## config.mk

```make
export PLATFORM = sky130hd
export DESIGN_NAME = cng_node_guard
export DESIGN_NICKNAME = d
export VERILOG_FILES = /design/src/hw/cng_pkg.sv /design/src/hw/cng_timer_if.sv /design/src/hw/cng_guard_timer.sv /design/src/hw/cng_node_guard.sv
export SDC_FILE = /design/constraint.sdc
export NUM_CORES = 1
export LEC_CHECK = 0
export ABC_CLOCK_PERIOD_IN_PS = 7450
export BUFFER_PORTS_ARGS = -buffer_cell sky130_fd_sc_hd__buf_4
export CORE_ASPECT_RATIO = 0.5
export CORE_MARGIN = 2
export CORE_UTILIZATION = 30
export CTS_BUF_LIST = sky130_fd_sc_hd__clkbuf_4 sky130_fd_sc_hd__clkbuf_8 sky130_fd_sc_hd__clkbuf_16
export CTS_CLUSTER_SIZE = 24
export DETAILED_ROUTE_END_ITERATION = 12
export GPL_TIMING_DRIVEN = 1
export PLACE_DENSITY = 0.43
export REMOVE_ABC_BUFFERS = 1
export SLEW_MARGIN = 20
export SYNTH_ARGS = -nofsm -noshare
export SYNTH_HDL_FRONTEND = slang
export SYNTH_SLANG_ARGS = --single-unit
```

## constraint.sdc

```tcl
create_clock -name CORE_CLK -period 7.45 [get_ports CORE_CLK]
set_clock_uncertainty 0.1 [all_clocks]
set_input_delay 1.1175 -clock CORE_CLK [delete_from_list [all_inputs] [get_ports CORE_CLK]]
set_output_delay 1.1175 -clock CORE_CLK [all_outputs]
set_load 0.01 [all_outputs]
```

## src/hw/cng_pkg.sv

```systemverilog
// package of the node guard monitor: object indices, field widths, reset values, timing
// assumes a single 250 MHz core clock shared by every user of these constants
package cng_pkg;

  // core clock and the millisecond base of the guard interval
  localparam int CLK_PERIOD_NS = 4;
  localparam int MS_NS = 1000000;
  localparam int MS_CYCLES = MS_NS / CLK_PERIOD_NS;

  // object dictionary indices
  localparam logic [15:0] IDX_GUARD_INTERVAL = 16'h100c;
  localparam logic [15:0] IDX_GUARD_MULT = 16'h100d;
  localparam logic [15:0] IDX_PEER_BEAT = 16'h1016;
  localparam logic [15:0] IDX_BEAT_SEND = 16'h1017;
  localparam logic [15:0] IDX_CUR_LIMIT = 16'h2056;
  localparam logic [15:0] IDX_LINK_WATCH = 16'h2066;
  localparam logic [15:0] IDX_DRIVE_FIRST = 16'h2000;
  localparam logic [15:0] IDX_DRIVE_LAST = 16'h2200;

  // subindices
  localparam logic [7:0] SUB_ZERO = 8'h00;
  localparam logic [7:0] SUB_PEER_ENTRY = 8'h01;
  localparam logic [31:0] PEER_BEAT_COUNT = 32'h0000_0001;

  // reset values
  localparam logic [15:0] RST_GUARD_INTERVAL = 16'h0000;
  localparam logic [7:0] RST_GUARD_MULT = 8'h00;
  localparam logic [31:0] RST_PEER_BEAT = 32'h0000_0000;
  localparam logic [15:0] RST_BEAT_SEND = 16'h0000;
  localparam logic [31:0] RST_CUR_LIMIT = 32'h0000_0000;
  localparam logic [31:0] RST_LINK_WATCH = 32'h0000_0000;

  // single precision payloads
  localparam int FLT_SIGN = 31;
  localparam logic [31:0] FLT_ZERO = 32'h0000_0000;
  localparam logic [31:0] FLT_CUR_LIMIT_MAX = 32'h437a_0000;

  // guard frames
  localparam logic [10:0] GUARD_COB_BASE = 11'h700;
  localparam logic [3:0] GUARD_QUERY_DLC = 4'h0;
  localparam int TOGGLE_BIT = 7;

  // window product widths
  localparam int WIN_W = 24;

endpackage

```

## src/hw/cng_timer_if.sv

```systemverilog
// link between the guard monitor and its supervision window timer
// assumes both ends run on the same core clock
`timescale 1ns/1ps
`default_nettype none
interface cng_timer_if;
  import cng_pkg::*;
  logic run;
  logic kick;
  logic [WIN_W-1:0] window_ms;
  logic expire;
  modport ctrl (output run, output kick, output window_ms, input expire);
  modport timer (input run, input kick, input window_ms, output expire);
endinterface
`default_nettype wire

```

## src/hw/cng_guard_timer.sv

```systemverilog
// supervision window timer: millisecond divider and window counter
// assumes kick and run come from flops on the same clock
`timescale 1ns/1ps
`default_nettype none
module cng_guard_timer
  import cng_pkg::*;
#(
  parameter int TICK_CYCLES = MS_CYCLES
) (
  input wire logic CORE_CLK,
  input wire logic RST_B,
  cng_timer_if.timer tif
);

  typedef struct packed {
    logic [31:0] div;
    logic [WIN_W-1:0] ms;
    logic done;
    logic expire;
  } cng_tmr_st_t;

  cng_tmr_st_t s_q;
  cng_tmr_st_t s_d;

  always_comb begin
    s_d = s_q;
    s_d.expire = 1'b0;
    if (!tif.run || tif.kick) begin
      // every valid query restarts the whole window
      s_d.div = '0;
      s_d.ms = '0;
      s_d.done = 1'b0;
    end else if (!s_q.done) begin
      if (s_q.div == 32'(TICK_CYCLES - 1)) begin
        s_d.div = '0;
        s_d.ms = s_q.ms + 1'b1;
        if (s_q.ms + 1'b1 == tif.window_ms) begin
          // fires once, then waits for the next kick
          s_d.expire = 1'b1;
          s_d.done = 1'b1;
        end
      end else begin
        s_d.div = s_q.div + 32'h0000_0001;
      end
    end
  end

  always_ff @(posedge CORE_CLK) begin
    if (!RST_B) begin
      s_q <= '0;
    end else begin
      s_q <= s_d;
    end
  end

  assign tif.expire = s_q.expire;

endmodule
`default_nettype wire

```

## src/hw/cng_node_guard.sv

```systemverilog
// node guard monitor: guard replies, supervision arming and timeout, parameter objects
// assumes the frame and object ports are driven by logic on CORE_CLK
`timescale 1ns/1ps
`default_nettype none

// What this block does
// - parameter objects accessed through process data are refused with an abort
// - accepted writes to current limit and bus supervision parameter are committed to non-volatile storage; master limits writes
// - parameter payloads are single precision floating point values on both sides
// - current limit percent at 0x2056, writable any time, bounded 0 to 250
// - guarding runs only while heartbeat producer period is zero, its reset value
// - guarding also needs heartbeat consumer entry one zero, its reset value
// - guard interval must be non-zero and counts milliseconds
// - life time factor must be non-zero; it counts guard intervals to timeout
// - timeout error only when bus supervision parameter non-zero; acts as enable only
// - supervision window is guard interval times life time factor
// - master polls by data-less remote frame on 0x700 plus node; first arms timer
// - each query answered with one byte unless a reply still waits: state in low seven bits, toggle in bit 7
// - missing query in window raises bus timeout, error state, motor stop
// - bus timeout error can be acknowledged immediately after it is raised
module cng_node_guard
  import cng_pkg::*;
#(
  parameter int TICK_CYCLES = MS_CYCLES
) (
  input wire logic CORE_CLK,
  input wire logic RST_B,
  input wire logic [6:0] NODE_ID,
  input wire logic [6:0] NODE_STATE,
  input wire logic RX_VALID,
  input wire logic [10:0] RX_ID,
  input wire logic RX_RTR,
  input wire logic [3:0] RX_DLC,
  output logic TX_VALID,
  input wire logic TX_READY,
  output logic [10:0] TX_ID,
  output logic [7:0] TX_DATA,
  input wire logic OBJ_REQ,
  input wire logic OBJ_WR,
  input wire logic OBJ_PDO,
  input wire logic [15:0] OBJ_IDX,
  input wire logic [7:0] OBJ_SUB,
  input wire logic [31:0] OBJ_WDATA,
  output logic OBJ_ACK,
  output logic OBJ_ABORT,
  output logic [31:0] OBJ_RDATA,
  output logic NVM_WR,
  output logic [15:0] NVM_IDX,
  output logic [31:0] NVM_DATA,
  input wire logic ERR_ACK,
  output logic BUS_TMO_ERR,
  output logic MOTOR_STOP,
  output logic GUARD_ARMED
);

  typedef struct packed {
    logic [15:0] guard_interval_ms;
    logic [7:0] guard_multiplier;
    logic [31:0] peer_beat_watch_cfg;
    logic [15:0] beat_send_period;
    logic [31:0] motor_current_limit_pct;
    logic [31:0] link_watch_enable;
    logic armed;
    logic run;
    logic kick;
    logic toggle;
    logic tmo_err;
    logic tx_valid;
    logic [10:0] tx_id;
    logic [7:0] tx_data;
    logic obj_ack;
    logic obj_abort;
    logic [31:0] obj_rdata;
    logic nvm_wr;
    logic [15:0] nvm_idx;
    logic [31:0] nvm_data;
  } cng_st_t;

  cng_st_t s_q;
  cng_st_t s_d;

  cng_timer_if tif ();

  cng_guard_timer #(
    .TICK_CYCLES(TICK_CYCLES)
  ) u_timer (
    .CORE_CLK(CORE_CLK),
    .RST_B(RST_B),
    .tif(tif)
  );

  // sign ignored; any exponent or mantissa bit means a non-zero real
  function automatic logic flt_nonzero(input logic [31:0] f);
    flt_nonzero = (f[FLT_SIGN-1:0] != FLT_ZERO[FLT_SIGN-1:0]);
  endfunction

  // positive reals order like unsigned integers, so a plain compare bounds them
  function automatic logic [31:0] flt_clamp(input logic [31:0] f, input logic [31:0] hi);
    if (f[FLT_SIGN]) begin
      flt_clamp = FLT_ZERO;
    end else if (f > hi) begin
      flt_clamp = hi;
    end else begin
      flt_clamp = f;
    end
  endfunction

  // guard query and reply share one identifier
  function automatic logic [10:0] guard_cob(input logic [6:0] node);
    guard_cob = GUARD_COB_BASE + {4'h0, node};
  endfunction

  // both factors widened first so the product keeps all of its bits
  function automatic logic [WIN_W-1:0] win_ms(input logic [15:0] ivl, input logic [7:0] mult);
    win_ms = WIN_W'(ivl) * WIN_W'(mult);
  endfunction

  // drive parameters occupy one contiguous index range
  function automatic logic in_drive_range(input logic [15:0] idx);
    in_drive_range = (idx >= IDX_DRIVE_FIRST) && (idx <= IDX_DRIVE_LAST);
  endfunction

  logic beat_off;
  logic peer_off;
  logic interval_set;
  logic mult_set;
  logic watch_on;
  logic cfg_ok;
  logic guard_query;
  logic reply_busy;
  logic expire_hit;
  logic is_drive;
  logic [31:0] lim_in;

  always_comb begin
    beat_off = (s_q.beat_send_period == RST_BEAT_SEND);
    peer_off = (s_q.peer_beat_watch_cfg == RST_PEER_BEAT);
    interval_set = (s_q.guard_interval_ms != RST_GUARD_INTERVAL);
    mult_set = (s_q.guard_multiplier != RST_GUARD_MULT);
    watch_on = flt_nonzero(s_q.link_watch_enable);
    cfg_ok = beat_off && peer_off && interval_set && mult_set;
    guard_query = RX_VALID && RX_RTR && (RX_DLC == GUARD_QUERY_DLC)
      && (RX_ID == guard_cob(NODE_ID));
    // a reply still waiting for the transmitter blocks the next one
    reply_busy = s_q.tx_valid && !TX_READY;
    // guarding alone never trips; the enable object must be set as well
    expire_hit = tif.expire && s_q.armed && watch_on;
    is_drive = in_drive_range(OBJ_IDX);
    lim_in = flt_clamp(OBJ_WDATA, FLT_CUR_LIMIT_MAX);
  end

  always_comb begin
    s_d = s_q;
    s_d.kick = 1'b0;
    s_d.obj_ack = 1'b0;
    s_d.obj_abort = 1'b0;
    s_d.nvm_wr = 1'b0;

    // reply path; a query arriving while a reply waits is still counted as a kick
    if (s_q.tx_valid && TX_READY) begin
      s_d.tx_valid = 1'b0;
    end
    if (guard_query && !reply_busy) begin
      s_d.tx_valid = 1'b1;
      s_d.tx_id = guard_cob(NODE_ID);
      s_d.tx_data = {s_q.toggle, NODE_STATE};
      s_d.toggle = ~s_q.toggle;
    end

    // arming: the first query after configuration starts the window
    if (!cfg_ok) begin
      s_d.armed = 1'b0;
    end else if (guard_query) begin
      s_d.armed = 1'b1;
      s_d.kick = 1'b1;
    end
    s_d.run = s_d.armed;

    // timeout raises the error; a new expiry outranks a same-cycle acknowledge
    if (ERR_ACK) begin
      s_d.tmo_err = 1'b0;
    end
    if (expire_hit) begin
      s_d.tmo_err = 1'b1;
    end

    // object access, answered one cycle after the request
    if (OBJ_REQ) begin
      s_d.obj_ack = 1'b1;
      s_d.obj_rdata = FLT_ZERO;
      if (OBJ_PDO) begin
        s_d.obj_abort = 1'b1;
      end else begin
        case (OBJ_IDX)
          IDX_GUARD_INTERVAL: begin
            s_d.obj_rdata = {16'h0000, s_q.guard_interval_ms};
            if (OBJ_WR) begin
              s_d.guard_interval_ms = OBJ_WDATA[15:0];
            end
          end
          IDX_GUARD_MULT: begin
            s_d.obj_rdata = {24'h000000, s_q.guard_multiplier};
            if (OBJ_WR) begin
              s_d.guard_multiplier = OBJ_WDATA[7:0];
            end
          end
          IDX_PEER_BEAT: begin
            if (OBJ_SUB == SUB_PEER_ENTRY) begin
              s_d.obj_rdata = s_q.peer_beat_watch_cfg;
              if (OBJ_WR) begin
                s_d.peer_beat_watch_cfg = OBJ_WDATA;
              end
            end else if (OBJ_SUB == SUB_ZERO && !OBJ_WR) begin
              s_d.obj_rdata = PEER_BEAT_COUNT;
            end else begin
              s_d.obj_abort = 1'b1;
            end
          end
          IDX_BEAT_SEND: begin
            s_d.obj_rdata = {16'h0000, s_q.beat_send_period};
            if (OBJ_WR) begin
              s_d.beat_send_period = OBJ_WDATA[15:0];
            end
          end
          IDX_CUR_LIMIT: begin
            s_d.obj_rdata = s_q.motor_current_limit_pct;
            if (OBJ_WR) begin
              s_d.motor_current_limit_pct = lim_in;
              s_d.nvm_wr = 1'b1;
              s_d.nvm_idx = OBJ_IDX;
              s_d.nvm_data = lim_in;
            end
          end
          IDX_LINK_WATCH: begin
            s_d.obj_rdata = s_q.link_watch_enable;
            if (OBJ_WR) begin
              s_d.link_watch_enable = OBJ_WDATA;
              s_d.nvm_wr = 1'b1;
              s_d.nvm_idx = OBJ_IDX;
              s_d.nvm_data = OBJ_WDATA;
            end
          end
          default: begin
            // other drive parameters live outside this block
            s_d.obj_abort = 1'b1;
          end
        endcase
        if (!is_drive && OBJ_IDX[15:12] == IDX_DRIVE_FIRST[15:12]) begin
          s_d.obj_abort = 1'b1;
        end
      end
    end
  end

  always_ff @(posedge CORE_CLK) begin
    if (!RST_B) begin
      s_q <= '0;
      s_q.toggle <= 1'b0;
      s_q.armed <= 1'b0;
      s_q.tmo_err <= 1'b0;
      s_q.tx_valid <= 1'b0;
      s_q.guard_interval_ms <= RST_GUARD_INTERVAL;
      s_q.guard_multiplier <= RST_GUARD_MULT;
      s_q.peer_beat_watch_cfg <= RST_PEER_BEAT;
      s_q.beat_send_period <= RST_BEAT_SEND;
      s_q.motor_current_limit_pct <= RST_CUR_LIMIT;
      s_q.link_watch_enable <= RST_LINK_WATCH;
    end else begin
      s_q <= s_d;
    end
  end

  // window is interval times factor, all in milliseconds
  assign tif.window_ms = win_ms(s_q.guard_interval_ms, s_q.guard_multiplier);
  assign tif.run = s_q.run;
  assign tif.kick = s_q.kick;

  // reply frame
  assign TX_VALID = s_q.tx_valid;
  assign TX_ID = s_q.tx_id;
  assign TX_DATA = s_q.tx_data;

  // object answer and commit
  assign OBJ_ACK = s_q.obj_ack;
  assign OBJ_ABORT = s_q.obj_abort;
  assign OBJ_RDATA = s_q.obj_rdata;
  assign NVM_WR = s_q.nvm_wr;
  assign NVM_IDX = s_q.nvm_idx;
  assign NVM_DATA = s_q.nvm_data;

  // stop shares the error flop so the two never part
  assign BUS_TMO_ERR = s_q.tmo_err;
  assign MOTOR_STOP = s_q.tmo_err;
  assign GUARD_ARMED = s_q.armed;

endmodule
`default_nettype wire

```

==> impl_metrics.json, run 1 <==
{
  "drtIter0Drc": 921,
  "synthMostInstantiatedCell": "dfxtp_1",
  "clockBufferDepth": 3,
  "required_ns": 7.82,
  "core-area_mm2": 0.05896,
  "yosys.cell_types.count": 69,
  "syn_inst": 2051,
  "clk_latency_ns": 0.56,
  "ys_seq_area_share_pct": 33.36,
  "yosysWarnings": 0,
  "crit_type": "flip-flop to flip-flop",
  "die_h_um": 176.3,
  "syn_area_mm2": 0.01782,
  "ys_ff_latch": 297,
  "synth_edf_count": 0,
  "initial_core_util_pct": 30.23,
  "tns_ns": 0,
  "htreeDepth": 2,
  "synthTopCellsByCount": "dfxtp_1 (297), nand2_1 (280), clkbuf_1 (129)",
  "power_density_mw_per_mm2": 169.3,
  "cp_max_fo": 19,
  "dr_total_vias": 13776,
  "synth_top_area_cell": "dfxtp_1",
  "post-route-min-period_ns": 6.271,
  "n_fill_cell": 6238,
  "dieArea_mm2": 0.06149,
  "cts.hold.buffers_added": 0,
  "avgSynthCellArea_um2": 8.689,
  "antenna_left": 0,
  "hold_class": "flip-flop to flip-flop",
  "antenna_found_initial": 0,
  "end_kind": "flip-flop",
  "io_buffers": 198,
  "root_buffer": "clkbuf_16",
  "grt_pass1_wl_um": 83540,
  "numCtsBuffers": 34,
  "antenna_cells": 0,
  "ir_drop_mv": 0.1446,
  "routed_via_density": 4.792,
  "cp.arrival_ns": 6.64,
  "placed_cells": 2814,
  "cts_post_setup_buffers_inserted": 0,
  "fin_cells": 2875,
  "drcViolationCount": 0,
  "grt-ovfl-total": 0,
  "start_kind": "flip-flop",
  "gp_congestion": 0.7500,
  "report.final.slew_viol_count": 0,
  "yosys-top-cells-area": "dfxtp_1 (33%), fa_1 (9.4%), nand2_1 (5.9%)",
  "clk_pin_slew_worst_paths_ns": 0.07,
  "synth_top_area_share_pct": 33.36,
  "rows": 63,
  "leakage_nw": 7.575,
  "maxCapViolations": 0,
  "dr.pass1.iters": 5,
  "areaGrowthSynthToFinish_pct": 14.22,
  "track_usage_pct": 17.26,
  "worstMarginPinSlew_ns": 1.117,
  "cts_sinks": 297,
  "wl_um": 53730,
  "fin_crit_sh_pct": 84.18,
  "synth_flop_cell": "dfxtp_1",
  "wl_per_cell_um": 18.69,
  "die_x_um": 348.7,
  "ctsResizeCount": 0,
  "cts_tree": "done",
  "final_nets": 2294,
  "drive_above_1_share_pct": 14.80,
  "dpl.hpwl_um": 36790,
  "setup_viol": 0,
  "status": "finished, final reports clean",
  "relSlewSlack_pct": 25.52,
  "hold_violations": 0,
  "rsz0062_at_grt": "no",
  "grt_pass1_vias": 13808,
  "async_flop_share_pct": 0,
  "clock.fmax_mhz": 159.5,
  "io_pins": 200,
  "grt_max_degree": 98
}
[per-layer routing]
layer,up-vias,global-route usage [%],part of all wire [%]
met5,-,0,0
met4,0,3.107,1.4
met3,50,3.161,4.0
met2,181,28.18,46
met1,6672,24.01,49
li1,6873,-,-
[worst max-delay path: stages (launching register included)]
cell	delay, ns
dfxtp_1	0.78
nand2_1	0.16
fa_1	0.52
fa_1	0.52
fa_1	0.52
fa_1	0.54
inv_1	0.04
ha_1	0.35
a21o_1	0.20
a221oi_2	0.44
o21ai_0	0.14
xnor3_1	0.38
nand4_1	0.09
or4_1	0.53
a2111oi_1	0.40
nand4_1	0.19
nor4_2	0.28
[path summary, 6_finish.rpt]
path / from / end / slack (ns) / cells past startpoint
hold / removal: NVM_IDX[4] / NVM_IDX[4] / 0.35 / 2
setup / recovery: s_q[226] / u_timer.tif.expire / 1.18 / 16
hold reg to reg: NVM_IDX[4] / NVM_IDX[4] / 0.35 / 2
setup reg to reg: s_q[226] / u_timer.tif.expire / 1.18 / 16
[cell type report]
class | count | area, um2 | area share [%]
Clock inverter | 13 | 145.1 | 0.7130
Tap cell | 780 | 975.9 | 4.794
Sequential cell | 297 | 5946 | 29.21
Clock buffer | 48 | 987.2 | 4.849
Multi-Input combinational cell | 1400 | 10200 | 50.13
Timing Repair Buffer | 221 | 1663 | 8.168
Inverter | 116 | 435.4 | 2.139
[power breakdown]
part	internal, mW	leakage, nW	switching [mW]
registers	1.59	2.39	0.000134
logic	0.0532	4.61	0.0645
clock network	0.979	0.573	0.762
[placed cells by master (no fill, tap or decap), drive strengths merged, types with 35 or more instances in the layout]
master and count:
ha 46, nor4 44, a21boi 82, nand2 282
a21oi 56, nand3 35, fa 84, xnor2 55
xor2 50, mux2i 62, clkbuf 48, buf 221
and2 78, dfxtp 297, inv 120, nor2b 119
nor2 82, o21ai 38, a22oi 54
[logic make-up (layout without fill, tap and decap cells)]
family	count (synthesis)	count (layout)	synth area share [%]
and+or+nand+nor	750	750	21.41
buffers and inverters	354	398	9.604
AOI/OAI and AO/OA	348	348	13.83
DFF	297	297	33.36
adders and majority gates	130	130	12.66
xor gates and xnor gates	108	108	5.539
muxes	63	63	3.566
other	1	1	0.02104
[stage by stage]
stage | worst slack, ns | cell area (um2) | hold slack [ns] | total power, mW | util, %
2_1_floorplan | 1.485 | 16550 | 0.3403 | 1.648 | -
3_3_place_gp | 1.287 | 19220 | 0.3381 | 1.743 | 32.59
3_5_place_dp | 1.161 | 19220 | 0.3444 | 1.743 | 32.60
4_1_cts | 1.131 | 20360 | 0.3549 | 3.512 | 34.52
5_1_grt | 0.8235 | 20360 | 0.3821 | 3.587 | 34.53
6_report | 1.179 | 20360 | 0.3522 | 3.447 | 34.53
[registers in the layout, summed over array words and instances (netlist names)]
register / count
s_q: 136
NVM_IDX: 16
u_timer.tif.expire: 1
u_timer.s_q: 57
BUS_TMO_ERR: 1
NVM_WR: 1
TX_ID: 8
OBJ_RDATA: 32
TX_DATA: 8
OBJ_ABORT: 1
TX_VALID: 1
tif.kick: 1
NVM_DATA: 32
OBJ_ACK: 1
tif.run: 1
Note: power is estimated with default switching activity, not from simulation.
==> inputs of run 2 (changes only) <==
ABC_CLOCK_PERIOD_IN_PS = 6100   (was 7450)
clock period = 6.1 ns   (was 7.45 ns; I/O delays follow)
==> impl_metrics.json, run 2 (same netlist as run 1, synthesis figures left out) <==
{
  "dr_total_vias": 13901,
  "antenna_cells": 0,
  "crit_type": "flip-flop to flip-flop",
  "wl_um": 53840,
  "r2r-start": "s_q[231]",
  "clock.fmax_mhz": 176.8,
  "rows": 63,
  "dieArea_mm2": 0.06149,
  "track_usage_pct": 17.30,
  "setup_viol": 0,
  "reg.largest.list": "s_q x136, u_timer.s_q x57",
  "min-delay-start": "NVM_IDX[4]",
  "cts_sinks": 297,
  "dpl.hpwl_um": 37640,
  "initial_core_util_pct": 30.23,
  "start_kind": "flip-flop",
  "dr.pass1.iters": 6,
  "n_fill_cell": 6177,
  "hold_violations": 0,
  "end_kind": "flip-flop",
  "clock_power_share_pct": 49.0,
  "die_x_um": 348.7,
  "combPwrFrac_pct": 3.5,
  "final_nets": 2306,
  "drtIter0Drc": 994,
  "multi_input_comb_area_mm2": 0.01020,
  "io_pins": 200,
  "io_buffers": 198,
  "antenna_left": 0,
  "numCtsBuffers": 30,
  "status": "finished, final reports clean",
  "cp_max_fo": 6,
  "hold_class": "flip-flop to flip-flop",
  "internal_power_mw": 3.119,
  "p_total_mw": 4.085,
  "required_ns": 6.51,
  "relSlewSlack_pct": 25.28,
  "drive_above_1_share_pct": 15.21,
  "cp.arrival_ns": 6.07,
  "clockBufferDepth": 3,
  "fin_crit_sh_pct": 92.71,
  "drcViolationCount": 0,
  "gp_congestion": 0.7976,
  "power_density_mw_per_mm2": 200.3,
  "reg2reg_depth": 16,
  "top_register": "s_q",
  "routed_via_density": 4.820,
  "rsz0062_at_grt": "no",
  "grt_max_degree": 189,
  "p_sw_mw": 0.9657,
  "leakage_nw": 7.618,
  "clk_latency_ns": 0.63,
  "htreeDepth": 1,
  "clk_pin_slew_worst_paths_ns": 0.08,
  "r2r_slack_ns": 0.44,
  "hold_end": "NVM_IDX[4]",
  "root_buffer": "clkbuf_16",
  "worstMarginPinSlew_ns": 1.121,
  "report.final.slew_viol_count": 0,
  "tns_ns": 0,
  "antenna_found_initial": 0,
  "reg2reg_to": "u_timer.tif.expire",
  "wl_per_cell_um": 18.67,
  "post-route-min-period_ns": 5.655,
  "layout_common_cells": "dfxtp_1 (295), nand2_1 (280), buf_4 (235), nor2b_1 (119), inv_1 (116)",
  "p_seq_share_pct": 47.5,
  "cts_tree": "done",
  "grt-ovfl-total": 0,
  "largest_register_ffs": 136,
  "grt_pass1_wl_um": 84280,
  "areaGrowthSynthToFinish_pct": 14.42,
  "swShare_pct": 23.64,
  "layout_commonest_cell": "dfxtp_1",
  "maxCapViolations": 0,
  "grt_pass1_vias": 13800,
  "die_h_um": 176.3,
  "seq_area_mm2": 0.005948,
  "core-area_mm2": 0.05896,
  "ir_drop_mv": 0.2336,
  "worstHoldPathCells": 2,
  "whs_ns": 0.3494
}
==> run 2: cell types whose count changed in the layout (fill, tap and decap cells not counted), moves of 2 or more <==
cell,delta
dfxtp_1,-2
dfxtp_2,+2
clkbuf_8,+4
inv_6,-3
buf_4,+15
clkbuf_16,-4
clkinv_2,+2
clkbuf_4,-5
==> run 2: stage by stage <==
stage / std cells / cell area [um2] / util, % / setup WS (ns)
floorplan: 1813 / 16550 / - / 0.3372
global placement: 2830 / 19350 / 32.81 / 0.3763
detailed placement: 2830 / 19350 / 32.81 / 0.2206
CTS: 2884 / 20380 / 34.57 / 0.2299
global route: 2884 / 20390 / 34.59 / 0.04515
finish: 2884 / 20390 / 34.59 / 0.4446
==> run 2: final cells by class <==
cell class	instances	share of cell area (%)
clock buffer	43	4.436
inverter	116	2.135
tap	780	4.786
timing repair buffer	237	8.805
clock inverter	11	0.6381
sequential	297	29.17
multi-input combinational	1400	50.03
==> run 2: power groups by stage <==
stage	logic, mW	clock network (mW)	registers (mW)
5_1_grt	0.155	2.13	1.94
3_3_place_gp	0.147	0	1.98
6_report	0.145	2.00	1.94
4_1_cts	0.147	2.07	1.94
2_1_floorplan	0.0296	0	1.98
3_5_place_dp	0.146	0	1.98
==> run 2: how the worst max path moves through the flow <==
stage	startpoint	to	slack [ns]	cells past startpoint
after detailed placement	s_q[230]	u_timer.tif.expire	0.22	16
after global placement	s_q[230]	u_timer.tif.expire	0.38	16
after floorplan	OBJ_IDX[9]	NVM_DATA[0]	0.34	8
final	s_q[231]	u_timer.tif.expire	0.44	16
after CTS	s_q[230]	u_timer.tif.expire	0.23	16
after global routing	s_q[231]	u_timer.tif.expire	0.05	16
==> run 2: routing by layer <==
layer / part of all wire (%) / global-route usage [%] / up-vias
met5: 0 / 0 / -
met4: 1.6 / 3.089 / 0
met3: 2.9 / 2.075 / 50
met2: 46 / 28.33 / 168
met1: 49 / 24.70 / 6786
li1: - / - / 6897
==> run 2: critical path, cell delays in order, from the launching register on <==
cell	delay (ns)
dfxtp_1	0.46
nand2_1	0.12
fa_1	0.56
fa_1	0.45
fa_1	0.53
fa_1	0.54
inv_1	0.04
ha_1	0.35
a21o_1	0.20
a221oi_2	0.29
o21ai_0	0.12
xnor3_1	0.37
nand4_1	0.08
or4_1	0.54
a2111oi_1	0.37
nand4_1	0.19
nor4_2	0.26
==> run 2: repair_timing <==
item,4_1_cts,5_1_grt
hold endpoints to repair,0,0
setup endpoints to repair,0,1
setup buffers,0,0
resized for setup,0,3
hold buffers,0,0
==> inputs of run 3 (changes only) <==
CORE_MARGIN = 3   (was 2)
PLACE_DENSITY = not set   (was 0.43)
RECOVER_POWER = 100   (was not set)
==> impl_metrics.json, run 3 (same netlist as run 1, synthesis figures left out) <==
{
  "placed_cells": 2816,
  "die_x_um": 350.7,
  "fin_crit_sh_pct": 93.85,
  "setup_viol": 0,
  "areaGrowthSynthToFinish_pct": 12.17,
  "io_pins": 200,
  "drcViolationCount": 0,
  "numCtsBuffers": 34,
  "drive_above_1_share_pct": 9.587,
  "gp_congestion": 0.8062,
  "antenna_found_initial": 0,
  "required_ns": 6.43,
  "routed_via_density": 4.873,
  "dr_total_vias": 14010,
  "cp_top_family": "adder cells",
  "drtIter0Drc": 1090,
  "grt_pass1_vias": 13654,
  "root_buffer": "clkbuf_16",
  "dpl.hpwl_um": 34430,
  "ir_drop_mv": 0.1755,
  "hold_violations": 0,
  "reg.largest.list": "s_q x136, u_timer.s_q x57",
  "layout_common_cells": "dfxtp_1 (294), nand2_1 (280), nor2b_1 (119), clkbuf_1 (117)",
  "wl_um": 48020,
  "cts_post_setup_buffers_inserted": 0,
  "failed_checks": "capacitance limit, slew limit",
  "initial_core_util_pct": 30.71,
  "status": "finished, violations left",
  "maxCapViolations": 7,
  "clock.fmax_mhz": 174.7,
  "clk_pin_slew_worst_paths_ns": 0.06,
  "io_buffers": 198,
  "grt_max_degree": 121,
  "rows": 62,
  "rsz0062_at_grt": "no",
  "grt-ovfl-total": 0,
  "fin_util_pct": 34.45,
  "crit_type": "flip-flop to flip-flop",
  "worst_path_most_repeated_cell": "fa_1",
  "htreeDepth": 2,
  "fin_cells": 2875,
  "final_nets": 2308,
  "slowest_delay_ns": 0.69,
  "clockBufferDepth": 3,
  "cts_sinks": 297,
  "worstMarginPinSlew_ns": 2.578,
  "track_usage_pct": 14.83,
  "antenna_left": 0,
  "cp.arrival_ns": 6.05,
  "grt_pass1_wl_um": 75420,
  "relSlewSlack_pct": -71.84,
  "dieArea_mm2": 0.06254,
  "wl_per_cell_um": 16.70,
  "core-area_mm2": 0.05803,
  "cp_max_fo": 11,
  "cts_tree": "done",
  "report.final.slew_viol_count": 353,
  "dr.pass1.iters": 6,
  "leakage_nw": 7.146,
  "largest_register_ffs": 136,
  "hold_class": "flip-flop to flip-flop",
  "post-route-min-period_ns": 5.725,
  "start_kind": "flip-flop",
  "top_register": "s_q",
  "critical_path_buf_inv_count": 1,
  "clk_latency_ns": 0.54,
  "end_kind": "flip-flop",
  "path_cells": "nand2_1 -> fa_1 -> fa_1 -> fa_1 -> fa_1 -> inv_1 -> ha_1 -> a21oi_1 -> a21boi_0 -> xnor3_1 -> a21boi_0 -> or4_1 -> a2111oi_2 -> nand4_1 -> nor4_2",
  "die_h_um": 178.3,
  "r2r_slack_ns": 0.37,
  "cp_slowest_cell": "dfxtp_1",
  "power_density_mw_per_mm2": 207.7,
  "cts.hold.buffers_added": 0,
  "tns_ns": 0,
  "layout_commonest_cell": "dfxtp_1",
  "antenna_cells": 0
}
==> run 3: where the power goes <==
part,switching [mW],internal [mW],leakage [nW]
Combinational,0.0772,0.0659,4.18
Sequential,0.000163,1.94,2.39
Clock,0.837,1.23,0.570
Total,0.914,3.24,7.15
==> run 3: final cells by class <==
cell class | count | area (um2)
fillers | 6069 | 38030
multi-input cells | 1400 | 10180
flip-flops and latches | 297 | 5949
repair buffers | 235 | 1323
clock buffers | 51 | 1041
well taps | 768 | 960.9
inverters | 116 | 435.4
clock inverters | 8 | 101.3
==> run 3: worst paths after layout <==
kind              cells past startpoint            endpoint       start
setup / recovery                     15  u_timer.tif.expire    s_q[238]
hold / removal                        2          NVM_IDX[4]  NVM_IDX[4]
setup reg to reg                     15  u_timer.tif.expire    s_q[238]
hold reg to reg                       2          NVM_IDX[4]  NVM_IDX[4]
==> run 3: per-stage QoR <==
step | setup slack, ns | cell area, um2 | hold slack [ns] | total power, mW
2_1_floorplan | 0.3372 | 16550 | 0.3403 | 2.013
3_3_place_gp | 0.2939 | 19290 | 0.3413 | 2.124
3_5_place_dp | 0.1612 | 19290 | 0.3484 | 2.125
4_1_cts | 0.1022 | 20440 | 0.3571 | 4.197
5_1_grt | 0.01457 | 19990 | 0.3813 | 4.287
6_report | 0.3750 | 19990 | 0.3523 | 4.153
==> run 3: worst min-delay path: stages (launching register included) <==
cell     delay [ns]
dfxtp_1        0.31
inv_1          0.05
a21oi_1        0.05
==> run 3: timing repair <==
action,4_1_cts,5_1_grt
gates resized for setup,0,4
setup endpoints to repair,0,2
endpoints found under the hold margin,0,0
==> run 3: layer usage <==
layer	vias to the layer above	GRT usage [%]	routed length [um]
met5	-	0	0
met3	55	2.343	2115
li1	6891	-	-
met1	6816	19.31	21300
met2	248	25.93	23790
met4	0	3.294	820
